## src/common/rxdd_cfg.svh

```systemverilog
`ifndef RXDD_CFG_SVH
`define RXDD_CFG_SVH
// register byte offsets
`define RXDD_OFF_DEMOD     12'h000
`define RXDD_OFF_CORR      12'h004
`define RXDD_OFF_FREQ      12'h008
`define RXDD_OFF_SYNC      12'h00c
`define RXDD_OFF_SYNCCFG   12'h010
`define RXDD_OFF_STATUS    12'h014
`define RXDD_OFF_READBACK  12'h018
// demod register fields
`define RXDD_DSEL_LSB      0
`define RXDD_PBW_LSB       2
`define RXDD_MODE_LSB      12
// corr register fields
`define RXDD_CBW_LSB       0
`define RXDD_ODDK_BIT      10
`define RXDD_POL_BIT       11
// freq register fields
`define RXDD_SCALE_LSB     0
`define RXDD_FEN_BIT       16
// sync cfg fields
`define RXDD_SLEN_LSB      0
`define RXDD_TOL_LSB       2
// codes and counts
`define RXDD_DSEL_LIN      2'h0
`define RXDD_DSEL_CORR     2'h1
`define RXDD_DSEL_ASK      2'h2
`define RXDD_MODE_SYNC2    3'h2
`define RXDD_MODE_SYNC3    3'h3
`define RXDD_OVERSAMPLE    32
`define RXDD_HOLD_BITS     9
`define RXDD_IF_NOMINAL    16'h0520
`define RXDD_FREQ_LIMIT    16'h0280
`define RXDD_FREQ_LIMIT_LO 16'h0140
`endif

```

## src/common/rxdd_pkg.sv

```systemverilog
package rxdd_pkg;
  typedef struct packed {
    logic [1:0]  demod_sel;
    logic [9:0]  postfilter_bandwidth_value;
    logic [2:0]  demod_mode;
    logic [9:0]  correlator_bandwidth_value;
    logic        correlator_odd_k_bit;
    logic        rx_polarity_bit;
    logic [15:0] freq_loop_scale;
    logic        freq_loop_enable_bit;
    logic        if_bw_min;
    logic [23:0] sync_word;
    logic [1:0]  sync_len;
    logic [1:0]  sync_tol;
  } rxdd_cfg_type;

  typedef enum logic [1:0] {
    RXDD_AHB_IDLE = 2'b01,
    RXDD_AHB_DATA = 2'b10
  } rxdd_ahb_state_type;

  typedef struct packed {
    logic       sel;
    logic       write;
    logic [11:0] addr;
  } rxdd_ahb_req_type;
endpackage : rxdd_pkg

```

## src/logic/rxdd_top.sv

```systemverilog
// Operation
// - dpll oversamples at 32x data rate
// - loop tracks rate error of two percent
// - select 01 correlator, 00 linear fsk
// - select 10 ask envelope detection
// - postfilter cutoff from 10-bit value
// - linear discriminator filtered, averaged, sliced
// - linear slicer feeds the dpll
// - frequency correction only in fsk modes
// - signed 16-bit frequency readback
// - enable bit starts pi correction loop
// - correction clamped by if bandwidth
// - sync match asserts interrupt pin
// - pin drops after nine recovered bits
// - sync detection only modes 010, 011
// - sync length 12, 16, 20, 24
// - accept up to tolerance mismatched bits
// - correlator compares upper and lower levels
// - correlator slicer threshold fixed zero
`include "rxdd_cfg.svh"
module rxdd_top
  import rxdd_pkg::*;
#(
  parameter int DW = 16
) (
  input  wire logic                 clk_sys,
  input  wire logic                 rst_n,
  input  wire logic                 hsel,
  input  wire logic [31:0]          haddr,
  input  wire logic [1:0]           htrans,
  input  wire logic                 hwrite,
  input  wire logic [2:0]           hsize,
  input  wire logic [31:0]          hwdata,
  input  wire logic                 hready,
  output logic      [31:0]          hrdata,
  output logic                      hreadyout,
  output logic                      hresp,
  input  wire logic signed [DW-1:0] corr_upper,
  input  wire logic signed [DW-1:0] corr_lower,
  input  wire logic signed [DW-1:0] discrim_freq,
  input  wire logic [6:0]           signal_strength,
  output logic                      rx_data,
  output logic                      rx_clk,
  output logic                      sync_match_int,
  output logic signed [15:0]        freq_adjust
);
  initial begin
    if (DW < 8 || DW > 16) $error("rxdd_top: DW must be 8..16");
  end

  typedef struct packed {
    rxdd_cfg_type       cfg;
    rxdd_ahb_state_type ahb_st;
    rxdd_ahb_req_type   req;
    logic [31:0]        rdata;
    logic signed [DW+3:0] filt;
    logic signed [DW+3:0] avg;
    logic signed [DW+3:0] favg;
    logic [4:0]         phase;
    logic               slice_d;
    logic               bit_out;
    logic               clk_out;
    logic [23:0]        shreg;
    logic [3:0]         hold;
    logic               int_out;
    logic signed [15:0] measured_if_frequency;
    logic signed [23:0] integ;
    logic signed [15:0] adj;
  } rxdd_state_type;

  rxdd_state_type r;
  rxdd_state_type next_r;

  ////////////////////////////////////////////////////////////////////////////
  // mismatch count over the selected window
  logic [23:0] len_mask;
  logic [23:0] diff;
  logic [4:0]  errs;
  always_comb begin
    unique case (r.cfg.sync_len)
      2'h0:    len_mask = 24'h000fff;
      2'h1:    len_mask = 24'h00ffff;
      2'h2:    len_mask = 24'h0fffff;
      default: len_mask = 24'hffffff;
    endcase
    diff = (r.shreg ^ r.cfg.sync_word) & len_mask;
    errs = 5'h00;
    for (int i = 0; i < 24; i++) begin
      errs = errs + {4'h0, diff[i]};
    end
  end

  ////////////////////////////////////////////////////////////////////////////
  logic signed [DW+3:0] demod_in;
  logic signed [DW+15:0] fstep;
  logic                 slice;
  logic                 is_fsk;
  logic                 sync_on;
  logic                 bit_tick;
  logic                 sample_pt;
  logic signed [15:0]   ferr;
  logic signed [15:0]   lim;
  logic signed [39:0]   prod;
  logic signed [23:0]   sum_adj;
  logic [11:0]          a_off;

  always_comb begin
    next_r = r;
    // demodulator source select
    unique case (r.cfg.demod_sel)
      `RXDD_DSEL_CORR: demod_in = (DW+4)'(corr_upper) - (DW+4)'(corr_lower);
      `RXDD_DSEL_LIN:  demod_in = (DW+4)'(discrim_freq);
      `RXDD_DSEL_ASK:  demod_in = (DW+4)'($signed({1'b0, signal_strength}));
      default:         demod_in = '0;
    endcase
    // first-order iir, gain is value / 2^10, i.e. 2*pi*fc/clk
    // a multiply, not a shift: shifts only give octave steps of cutoff
    fstep = (DW+16)'(demod_in - r.filt) *
            (DW+16)'($signed({1'b0, r.cfg.postfilter_bandwidth_value}));
    next_r.filt = r.filt + (DW+4)'(fstep >>> 10);
    // averaging envelope for the slicer threshold only
    next_r.avg = r.avg + ((r.filt - r.avg) >>> 6);
    // if estimate always from the discriminator, whatever path is sliced
    next_r.favg = r.favg + (((DW+4)'(discrim_freq) - r.favg) >>> 6);
    if (r.cfg.demod_sel == `RXDD_DSEL_CORR) begin
      slice = r.filt > 0;
    end else begin
      slice = r.filt > r.avg;
    end
    slice = slice ^ r.cfg.rx_polarity_bit;
    // dpll: 32 phases per bit, nudged at each transition
    bit_tick = 1'b0;
    next_r.slice_d = slice;
    if (slice != r.slice_d) begin
      // correction of one step per edge covers +-2% rate error
      if (r.phase < 5'd16) next_r.phase = r.phase + 5'd2;
      else next_r.phase = r.phase;
    end else begin
      next_r.phase = r.phase + 5'd1;
    end
    // edges settle at phase 16, so phase 0 is mid-bit; 0 is never jumped over
    sample_pt = (r.phase == 5'd0);
    if (sample_pt) begin
      bit_tick = 1'b1;
      next_r.bit_out = slice;
    end
    next_r.clk_out = r.phase[4];
    // sync detection
    sync_on = (r.cfg.demod_mode == `RXDD_MODE_SYNC2) ||
              (r.cfg.demod_mode == `RXDD_MODE_SYNC3);
    if (bit_tick) begin
      next_r.shreg = {r.shreg[22:0], slice};
      if (r.hold != 4'h0) next_r.hold = r.hold - 4'h1;
      if (r.hold == 4'h1) next_r.int_out = 1'b0;
    end
    if (bit_tick && sync_on && r.hold == 4'h0 &&
        errs <= {3'h0, r.cfg.sync_tol}) begin
      next_r.int_out = 1'b1;
      next_r.hold = 4'(`RXDD_HOLD_BITS);
    end
    // frequency estimate and pi loop
    is_fsk = r.cfg.demod_sel != `RXDD_DSEL_ASK;
    if (is_fsk) next_r.measured_if_frequency = 16'(r.favg);
    ferr = r.measured_if_frequency - $signed(`RXDD_IF_NOMINAL);
    lim  = r.cfg.if_bw_min ? $signed(`RXDD_FREQ_LIMIT_LO) : $signed(`RXDD_FREQ_LIMIT);
    prod = $signed({1'b0, r.cfg.freq_loop_scale}) * ferr;
    sum_adj = 24'sh0;
    if (r.cfg.freq_loop_enable_bit && is_fsk) begin
      next_r.integ = r.integ + 24'(prod >>> 16);
      sum_adj = next_r.integ + 24'(prod >>> 12);
      if (sum_adj > 24'(lim)) next_r.adj = lim;
      else if (sum_adj < -24'(lim)) next_r.adj = -lim;
      else next_r.adj = sum_adj[15:0];
    end else begin
      next_r.integ = 24'sh0;
      next_r.adj = 16'sh0;
    end
    // ahb-lite slave, zero wait states
    a_off = r.req.addr;
    if (r.ahb_st == RXDD_AHB_DATA && r.req.write) begin
      unique case (a_off)
        `RXDD_OFF_DEMOD: begin
          next_r.cfg.demod_sel = hwdata[`RXDD_DSEL_LSB +: 2];
          next_r.cfg.postfilter_bandwidth_value = hwdata[`RXDD_PBW_LSB +: 10];
          next_r.cfg.demod_mode = hwdata[`RXDD_MODE_LSB +: 3];
        end
        `RXDD_OFF_CORR: begin
          next_r.cfg.correlator_bandwidth_value = hwdata[`RXDD_CBW_LSB +: 10];
          next_r.cfg.correlator_odd_k_bit = hwdata[`RXDD_ODDK_BIT];
          next_r.cfg.rx_polarity_bit = hwdata[`RXDD_POL_BIT];
        end
        `RXDD_OFF_FREQ: begin
          next_r.cfg.freq_loop_scale = hwdata[`RXDD_SCALE_LSB +: 16];
          next_r.cfg.freq_loop_enable_bit = hwdata[`RXDD_FEN_BIT];
          next_r.cfg.if_bw_min = hwdata[`RXDD_FEN_BIT+1];
        end
        `RXDD_OFF_SYNC:    next_r.cfg.sync_word = hwdata[23:0];
        `RXDD_OFF_SYNCCFG: begin
          next_r.cfg.sync_len = hwdata[`RXDD_SLEN_LSB +: 2];
          next_r.cfg.sync_tol = hwdata[`RXDD_TOL_LSB +: 2];
        end
        default: ;
      endcase
    end
    next_r.ahb_st = RXDD_AHB_IDLE;
    next_r.req.sel = 1'b0;
    if (hsel && htrans[1] && hready) begin
      next_r.ahb_st = RXDD_AHB_DATA;
      next_r.req.sel = 1'b1;
      next_r.req.write = hwrite;
      next_r.req.addr = haddr[11:0];
      unique case (haddr[11:0])
        `RXDD_OFF_DEMOD:    next_r.rdata = {17'h0, next_r.cfg.demod_mode,
                                            next_r.cfg.postfilter_bandwidth_value,
                                            next_r.cfg.demod_sel};
        `RXDD_OFF_CORR:     next_r.rdata = {20'h0, next_r.cfg.rx_polarity_bit,
                                            next_r.cfg.correlator_odd_k_bit,
                                            next_r.cfg.correlator_bandwidth_value};
        `RXDD_OFF_FREQ:     next_r.rdata = {14'h0, next_r.cfg.if_bw_min,
                                            next_r.cfg.freq_loop_enable_bit,
                                            next_r.cfg.freq_loop_scale};
        `RXDD_OFF_SYNC:     next_r.rdata = {8'h0, next_r.cfg.sync_word};
        `RXDD_OFF_SYNCCFG:  next_r.rdata = {28'h0, next_r.cfg.sync_tol, next_r.cfg.sync_len};
        `RXDD_OFF_STATUS:   next_r.rdata = {27'h0, r.hold == 4'h0, r.int_out,
                                            r.bit_out, r.cfg.demod_sel};
        `RXDD_OFF_READBACK: next_r.rdata = {16'h0, r.measured_if_frequency};
        default:            next_r.rdata = 32'h0;
      endcase
    end
  end

  always_ff @(posedge clk_sys or negedge rst_n) begin
    if (!rst_n) begin
      r <= '0;
      r.ahb_st <= RXDD_AHB_IDLE;
      r.cfg.demod_sel <= `RXDD_DSEL_CORR;
    end else begin
      r <= next_r;
    end
  end

  assign hrdata         = r.rdata;
  assign hreadyout      = 1'b1;
  assign hresp          = 1'b0;
  assign rx_data        = r.bit_out;
  assign rx_clk         = r.clk_out;
  assign sync_match_int = r.int_out;
  assign freq_adjust    = r.adj;

  ////////////////////////////////////////////////////////////////////////////
  logic [3:0] a_ticks;
  always_ff @(posedge clk_sys or negedge rst_n) begin
    if (!rst_n) a_ticks <= 4'h0;
    else if (!r.int_out) a_ticks <= 4'h0;
    else if (bit_tick) a_ticks <= a_ticks + 4'h1;
  end

  a_int_nine_bits: assert property (@(posedge clk_sys) disable iff (!rst_n)
    a_ticks <= 4'd9)
    else $error("match pin held past nine bits");
  a_sync_mode_gate: assert property (@(posedge clk_sys) disable iff (!rst_n)
    $rose(r.int_out) |-> $past(sync_on))
    else $error("match outside sync mode");
  a_match_tol: assert property (@(posedge clk_sys) disable iff (!rst_n)
    $rose(r.int_out) |-> $past(errs) <= {3'h0, $past(r.cfg.sync_tol)})
    else $error("match beyond tolerance");
  a_adj_range: assert property (@(posedge clk_sys) disable iff (!rst_n)
    r.adj <= $signed(`RXDD_FREQ_LIMIT) && r.adj >= -$signed(`RXDD_FREQ_LIMIT))
    else $error("correction out of range");
  a_loop_off: assert property (@(posedge clk_sys) disable iff (!rst_n)
    !r.cfg.freq_loop_enable_bit ##1 !r.cfg.freq_loop_enable_bit |-> r.adj == 16'sh0)
    else $error("correction while loop disabled");
  a_ask_no_afc: assert property (@(posedge clk_sys) disable iff (!rst_n)
    (r.cfg.demod_sel == `RXDD_DSEL_ASK) [*2] |-> r.adj == 16'sh0)
    else $error("correction in ask mode");
  a_corr_zero: assert property (@(posedge clk_sys) disable iff (!rst_n)
    r.cfg.demod_sel == `RXDD_DSEL_CORR |-> slice == ((r.filt > 0) ^ r.cfg.rx_polarity_bit))
    else $error("correlator threshold not zero");
  a_bit_spacing: assert property (@(posedge clk_sys) disable iff (!rst_n)
    bit_tick |=> !bit_tick [*8])
    else $error("bit ticks too close");

  ////////////////////////////////////////////////////////////////////////////
  // cycles since the last bit tick, parked at all ones after reset
  logic [5:0] a_gap;
  always_ff @(posedge clk_sys or negedge rst_n) begin
    if (!rst_n) a_gap <= 6'h3f;
    else if (bit_tick) a_gap <= 6'h00;
    else if (a_gap != 6'h3f) a_gap <= a_gap + 6'h01;
  end

  a_tick_gap: assert property (@(posedge clk_sys) disable iff (!rst_n)
    bit_tick && a_gap != 6'h3f |-> a_gap >= 6'd23 && a_gap <= 6'd40)
    else $error("bit period outside tracking range");

  a_bus_okay: assert property (@(posedge clk_sys) disable iff (!rst_n)
    hresp == 1'b0 && hreadyout == 1'b1)
    else $error("bus response not okay");

  a_int_clear: assert property (@(posedge clk_sys) disable iff (!rst_n)
    bit_tick && r.hold == 4'h1 |=> !r.int_out)
    else $error("match pin not released");

  a_int_rise_hold: assert property (@(posedge clk_sys) disable iff (!rst_n)
    $rose(r.int_out) |-> r.hold == 4'd9)
    else $error("hold count not loaded");

  a_int_stays: assert property (@(posedge clk_sys) disable iff (!rst_n)
    r.int_out && !(bit_tick && r.hold == 4'h1) |=> r.int_out)
    else $error("match pin dropped early");

  a_int_nine_fall: assert property (@(posedge clk_sys) disable iff (!rst_n)
    a_ticks == 4'd9 |-> !r.int_out)
    else $error("match pin high after ninth bit");

  a_match_on_tick: assert property (@(posedge clk_sys) disable iff (!rst_n)
    $rose(r.int_out) |-> $past(bit_tick))
    else $error("match away from bit tick");

  a_ask_rb_frozen: assert property (@(posedge clk_sys) disable iff (!rst_n)
    r.cfg.demod_sel == `RXDD_DSEL_ASK |=> r.measured_if_frequency == $past(r.measured_if_frequency))
    else $error("readback moved in ask mode");

  a_adj_range_lo: assert property (@(posedge clk_sys) disable iff (!rst_n)
    r.cfg.if_bw_min |=> r.adj <= $signed(`RXDD_FREQ_LIMIT_LO) &&
                        r.adj >= -$signed(`RXDD_FREQ_LIMIT_LO))
    else $error("correction beyond narrow range");

  a_integ_clear: assert property (@(posedge clk_sys) disable iff (!rst_n)
    !r.cfg.freq_loop_enable_bit |=> r.integ == 24'sh0)
    else $error("integrator kept while disabled");

  a_unmapped_zero: assert property (@(posedge clk_sys) disable iff (!rst_n)
    r.ahb_st == RXDD_AHB_DATA && !r.req.write && r.req.addr == 12'h01c |-> hrdata == 32'h0)
    else $error("unmapped read not zero");

  a_sync_write: assert property (@(posedge clk_sys) disable iff (!rst_n)
    r.ahb_st == RXDD_AHB_DATA && r.req.write && r.req.addr == `RXDD_OFF_SYNC
    |=> r.cfg.sync_word == $past(hwdata[23:0]))
    else $error("sync word write lost");
endmodule : rxdd_top

```

## config.mk

```make
export PLATFORM = sky130hd
export DESIGN_NAME = rxdd_top
export DESIGN_NICKNAME = d
export VERILOG_FILES = /design/src/common/rxdd_pkg.sv /design/src/logic/rxdd_top.sv
export VERILOG_INCLUDE_DIRS = /design/src /design/src/common
export SDC_FILE = /design/constraint.sdc
export NUM_CORES = 2
export LEC_CHECK = 0
export BUFFER_PORTS_ARGS = -buffer_cell sky130_fd_sc_hd__buf_2
export CORE_ASPECT_RATIO = 1.1
export CORE_UTILIZATION = 60
export CTS_CLUSTER_DIAMETER = 80
export DETAILED_ROUTE_END_ITERATION = 7
export GPL_TIMING_DRIVEN = 0
export PLACE_DENSITY = 0.74
export SLEW_MARGIN = 25
export SYNTH_ARGS = -nofsm -noshare
export SYNTH_HDL_FRONTEND = slang
export SYNTH_SLANG_ARGS = --single-unit
```

## constraint.sdc

```tcl
create_clock -name clk_sys -period 34.9 [get_ports clk_sys]
set_input_delay 5.235 -clock clk_sys [delete_from_list [all_inputs] [get_ports clk_sys]]
set_output_delay 5.235 -clock clk_sys [all_outputs]
set_load 0.1 [all_outputs]
```

; ---- Yosys cells after proc, flatten, opt, wreduce, memory -nomap -nowiden
; Index checks and enable logic that the tools add are counted.
[word_totals]
input_bits = 129
regBits = 273
elab_cells = 141
out_inout_bits = 53
[op_classes]
mul = 2
magnitude_cmp = 6
reduce_logical = 20
eq_ne = 21
addsub = 38
muxes = 22
bitwise = 3
[ops]
columns = op, n
row1 = 24-bit case mux with 7 select lines, 1
row2 = 5-bit by 1-bit adder with 5-bit output, 19
row3 = 73-bit two-way mux, 1
row4 = 24-bit case mux with 3 select lines, 1
row5 = 20-bit case mux with 3 select lines, 1
row6 = "12-bit by 4-bit equality test with 1-bit output, second input constant", 4
row7 = "12-bit by 5-bit equality test with 1-bit output, second input constant", 4
row8 = 48-bit two-way mux, 1
row9 = 20-bit by 14-bit adder with 20-bit output, 2
row10 = 40-bit two-way mux, 1
row11 = 17-bit by 16-bit multiplier with 33-bit output, 1
row12 = 16-bit two-way mux, 2
row13 = 21-bit by 11-bit multiplier with 30-bit output, 1
row14 = 24-bit by 17-bit adder with 24-bit output, 1
row15 = 24-bit by 21-bit adder with 24-bit output, 1
row16 = 24-bit bitwise AND, 1
row17 = "12-bit by 3-bit equality test with 1-bit output, second input constant", 2
row18 = 24-bit by 11-bit > comparator with 1-bit output, 1
row19 = 12-bit logical NOT, 2
row20 = 24-bit less-than comparator, 1
row21 = 24-bit two-way mux, 1
row22 = 10-bit negation with 24-bit output, 1
row23 = 24-bit bitwise XOR, 1
row24 = 20-bit by 20-bit subtractor with 21-bit output, 1
row25 = other kinds (40), 60

; ---- Logic depth before layout (Yosys ltp)
[logic_depth]
word_depth = 30
mapped_depth = 54
depth_no_buf = 51

; ---- Worst setup path before layout
; OpenSTA, ideal clock, no wires.
[synth_timing]
kind = input -> register
startpoint = in corr_upper[0]
endpoint = reg r[152] (netlist name)
cell_stages = 48
setup_time_ps = 123
path_slack_ps = 20087
arrival_ps = 14691
required_ps = 34777
path_buffers = 0
path_cell_list = inv_1 ha_1 inv_1 fa_1 a21o_1 a21oi_1 o21ai_0 a21oi_1 nor2b_1 o21ai_0 nor2b_1 xnor2_1 mux2i_1 nor2_1 ha_1 a21o_1 a21o_1 a22o_1 [12 not listed] o21ai_0 a41oi_1 a311oi_1 o21a_1 o21a_1 nor2_1 inv_1 a21oi_1 xnor2_1 ha_1 nor3_1 o2111ai_1 a31oi_1 nor2b_1 o21a_1 o41a_1 a31o_2 xnor2_1
[synth_lines]
columns = element, line
row1 = from (decl), rxdd_top.sv:38  ; input wire logic signed [DW-1:0] corr_upper,
row2 = to (signal assigned), rxdd_top.sv:238  ; r <= next_r;
row3 = to (decl), rxdd_top.sv:71  ; rxdd_state_type r;

==> run summary <==
TIMING
-------------------------------------------------------------------------------------
Total setup violations reported at the end of the flow .................            0
Share of the clock period used by the worst path .......................        45.5%
Worst-case clock skew ..................................................    0.0264 ns
Final critical delay including setup and external delays ...............     15.87 ns
Worst-Margin Slew ......................................................      1.15 ns
Final hold vios ........................................................            0
Worst slew margin relative to its limit ................................        22.5%
PnR worst setup slack ..................................................     19.03 ns
Achievable frequency ...................................................     63.0 MHz
Final Slew Violations ..................................................            0
Unrepaired setup endpoints after global routing ........................        false
Total Neg Setup Slack ..................................................         0 ns

PLACEMENT
-------------------------------------------------------------------------------------
GP Congestion ..........................................................        0.930
Detailed placement HPWL ................................................      69.7 mm
Number of buffers inserted by port buffering ...........................          139
Cell total after placement .............................................        4,559
Worst slack after detailed placement ...................................     18.43 ns

CRITICAL PATH
-------------------------------------------------------------------------------------
Slowest cell delay on critical path ....................................      0.70 ns
Critical path endpoint category ........................................         flop
Top delay family on crit path .......................................... compound AO/OA/AOI/OAI gates
Nature of the critical path startpoint .................................    input pin
Master of the slowest instance on the critical path .................... sky130_fd_sc_hd__xor2_1
Most frequent cell on the critical path ................................ sky130_fd_sc_hd__fa_1
Buffers and inverters on the worst path ................................            6
WS Path Type ...........................................................    in -> reg
Arrival time at the worst endpoint .....................................     16.31 ns
Setup slack of the worst register-to-register path .....................     20.97 ns
Worst EP required ......................................................     35.34 ns
Worst-path fanout max ..................................................           10

GLOBAL ROUTE
-------------------------------------------------------------------------------------
GR Util All Layers .....................................................        30.0%
Vias in the first global route .........................................       26,088
Overflow after GRT .....................................................            0
Global-route wire length before repair .................................       137 mm
Pin count of the biggest net entering global routing ...................           88
Antenna violations before repair .......................................            7

FINAL LAYOUT
-------------------------------------------------------------------------------------
Proportion of layout cells with a drive suffix above 1 .................        10.4%
Number of fill cells in the layout .....................................        4,737
# nets final ...........................................................        4,748
Syn-to-layout area delta ...............................................        8.07%
Non-filler instance count after layout .................................        4,612
Share of the core filled with cells ....................................        65.7%

YOSYS
-------------------------------------------------------------------------------------
Flip-flop and latch count after synthesis ..............................          264
Cell area after synthesis ..............................................  0.0341 mm^2
Syn_area_per_cell ......................................................    9.29 um^2
Synth warn .............................................................            0
Count of flip-flops with a built-in enable after synthesis .............            0
FFs w/ async S/R, synth ................................................         100%
Fraction of the yosys area taken by sequential cells ...................        19.4%
Gate count of the mapped netlist .......................................        3,664
Most used DFF post-synth ............................................... sky130_fd_sc_hd__dfrtp_1
Number of unique standard cell types used by synthesis .................           81

MIN PATH
-------------------------------------------------------------------------------------
Tightest Hold Check Type ...............................................   reg -> reg

FLOORPLAN
-------------------------------------------------------------------------------------
Boundary pin count .....................................................          182
Die Outline Area .......................................................  0.0577 mm^2
Die Height .............................................................       252 um
Number of standard-cell rows in the floorplan ..........................           91
Core Region ............................................................  0.0560 mm^2
Effective utilization at floorplan .....................................        60.8%
Die width ..............................................................       229 um

CLOCK TREE
-------------------------------------------------------------------------------------
Maximum clock path buffer count ........................................            3
Post-CTS sizing ........................................................            0
Clock tree from TritonCTS ..............................................        built
Clock tree root driver cell ............................................ sky130_fd_sc_hd__clkbuf_16
Number of clock sinks seen by CTS ......................................          264
Clock insertion delay at the later pin of the skew report ..............      0.58 ns
CTS clk-pin slew, worst paths ..........................................      0.07 ns
Number of buffers created by CTS .......................................           27
Hold buffer count at CTS ...............................................            0
Post-CTS Setup Bufs ....................................................            0
Depth of the CTS H-tree ................................................            1

ROUTE
-------------------------------------------------------------------------------------
Number of vias per cell after detailed routing .........................         5.57
Count of routing violations after the opening detailed-route iteration .        1,534
Final WL ...............................................................      83.9 mm
Vias post-DR ...........................................................       25,679
Routed length per instance .............................................      18.2 um
Drt first pass iters ...................................................            5
Antenna viol nets, final ...............................................            0
Final routed DRC violation total .......................................            0

OUTCOME
-------------------------------------------------------------------------------------
Status ................................................................. finished clean

FLOW RUN
-------------------------------------------------------------------------------------
Max Cap Violations .....................................................            0

worst register-to-register path, delay by kind of cell, from the launching register on:
kind,cells,cell delay [ns]
flip-flops,1,0.60
XOR/XNOR,4,1.67
AND/OR/NAND/NOR,11,1.71
adder cells (fa/ha/maj),10,4.61
buffers and inverters,6,1.49
AO/OA/AOI/OAI,18,3.75
cells in the mapped netlist (all sizes together) (51+ instances only):
cell type / instances / area, um^2
a21o: 59 / 443
a21oi: 134 / 678
and2: 230 / 1440
buf: 51 / 387
clkbuf: 93 / 349
dfrtp: 262 / 6560
fa: 393 / 7870
ha: 382 / 4780
inv: 582 / 2180
mux2: 121 / 1360
nand2: 370 / 1390
nor2: 162 / 608
nor3: 60 / 300
o21ai: 96 / 480
xnor2: 149 / 1310
xor2: 70 / 621
cell type report:
class / instances / area (um^2) / area share, %
antenna: 4 / 10.0 / 0.0272
tap: 744 / 931 / 2.53
multi-input combinational: 2681 / 24600 / 66.8
timing repair buffer: 143 / 793 / 2.16
inverter: 583 / 2190 / 5.95
buffer: 144 / 736 / 2.00
clock inverter: 16 / 214 / 0.581
clock buffer: 33 / 738 / 2.01
sequential: 264 / 6610 / 18.0
cell families (layout without fill, tap and decap cells):
logic type | count (synthesis) | after routing | share of synthesized area, %
flops | 264 | 264 | 19.4
xor+xnor | 220 | 220 | 5.72
simple gates | 1056 | 1056 | 15.3
other cells | 2 | 14 | 0.0221
fa+ha+maj | 775 | 775 | 37.1
buf+inv | 727 | 919 | 8.59
mux | 139 | 139 | 4.53
compound gates | 481 | 481 | 9.33
per-stage QoR:
step	hold slack, ns	cell area [um^2]
4_1_cts	0.395	36800
3_3_place_gp	0.359	35700
6_report	0.397	36800
5_1_grt	0.406	36800
3_5_place_dp	0.377	35800
2_1_floorplan	0.352	34100
state kept, by name, summed over array words and instances, names as in the netlist:
name and cells:
sync_match_int 1, hrdata 24, freq_adjust 16, r 209, rx_clk 1, a_off 12
next_r 1
worst paths after layout:
path	cells after the start	end	start
worst max-delay path	49	r[152]$_DFF_PN0_	corr_upper[0]
worst min-delay path	0	rx_clk$_DFF_PN0_	next_r[85]$_DFFE_PN0N_
worst max register to register	49	freq_adjust[8]$_DFF_PN0_	r[45]$_DFFE_PN0N_
worst min register to register	0	rx_clk$_DFF_PN0_	next_r[85]$_DFFE_PN0N_
max in group asynchronous	4	r[124]$_DFF_PN0_	rst_n
min in group asynchronous	1	r[36]$_DFF_PN0_	rst_n
layer usage:
layer  vias to the layer above  share of wire, %  GRT usage, %
li1                      12193                 -             -
met1                     12586                43          40.7
met2                       760                47          48.8
met3                       134               7.7          6.36
met4                         6               2.4          8.21
met5                         -             0.038             0
cell usage in the layout, fill, tap and decap left out, types with 20 or more instances in the layout:
cell type / synthesis / layout
sky130_fd_sc_hd__buf_2: 0 / 139
sky130_fd_sc_hd__a21o_1: 59 / 59
sky130_fd_sc_hd__clkbuf_16: 0 / 27
sky130_fd_sc_hd__fa_1: 393 / 393
sky130_fd_sc_hd__inv_1: 582 / 582
sky130_fd_sc_hd__a31oi_1: 20 / 20
sky130_fd_sc_hd__and2_1: 230 / 230
sky130_fd_sc_hd__xor2_1: 69 / 69
sky130_fd_sc_hd__xnor2_1: 149 / 147
sky130_fd_sc_hd__ha_1: 382 / 382
sky130_fd_sc_hd__o21ai_0: 91 / 91
sky130_fd_sc_hd__a21oi_1: 132 / 132
sky130_fd_sc_hd__o21a_1: 36 / 36
sky130_fd_sc_hd__nand3_1: 47 / 47
sky130_fd_sc_hd__buf_4: 50 / 50
sky130_fd_sc_hd__nor3_1: 60 / 59
sky130_fd_sc_hd__nand2_1: 370 / 370
sky130_fd_sc_hd__mux2_2: 121 / 121
sky130_fd_sc_hd__dfrtp_1: 262 / 262
sky130_fd_sc_hd__nand2b_1: 44 / 44
sky130_fd_sc_hd__nor2_1: 162 / 162
sky130_fd_sc_hd__clkbuf_1: 93 / 95
sky130_fd_sc_hd__nor2b_1: 43 / 43
Power is not shown: default switching activity piles up to over one toggle a cycle in this logic, so the estimate is an artifact.
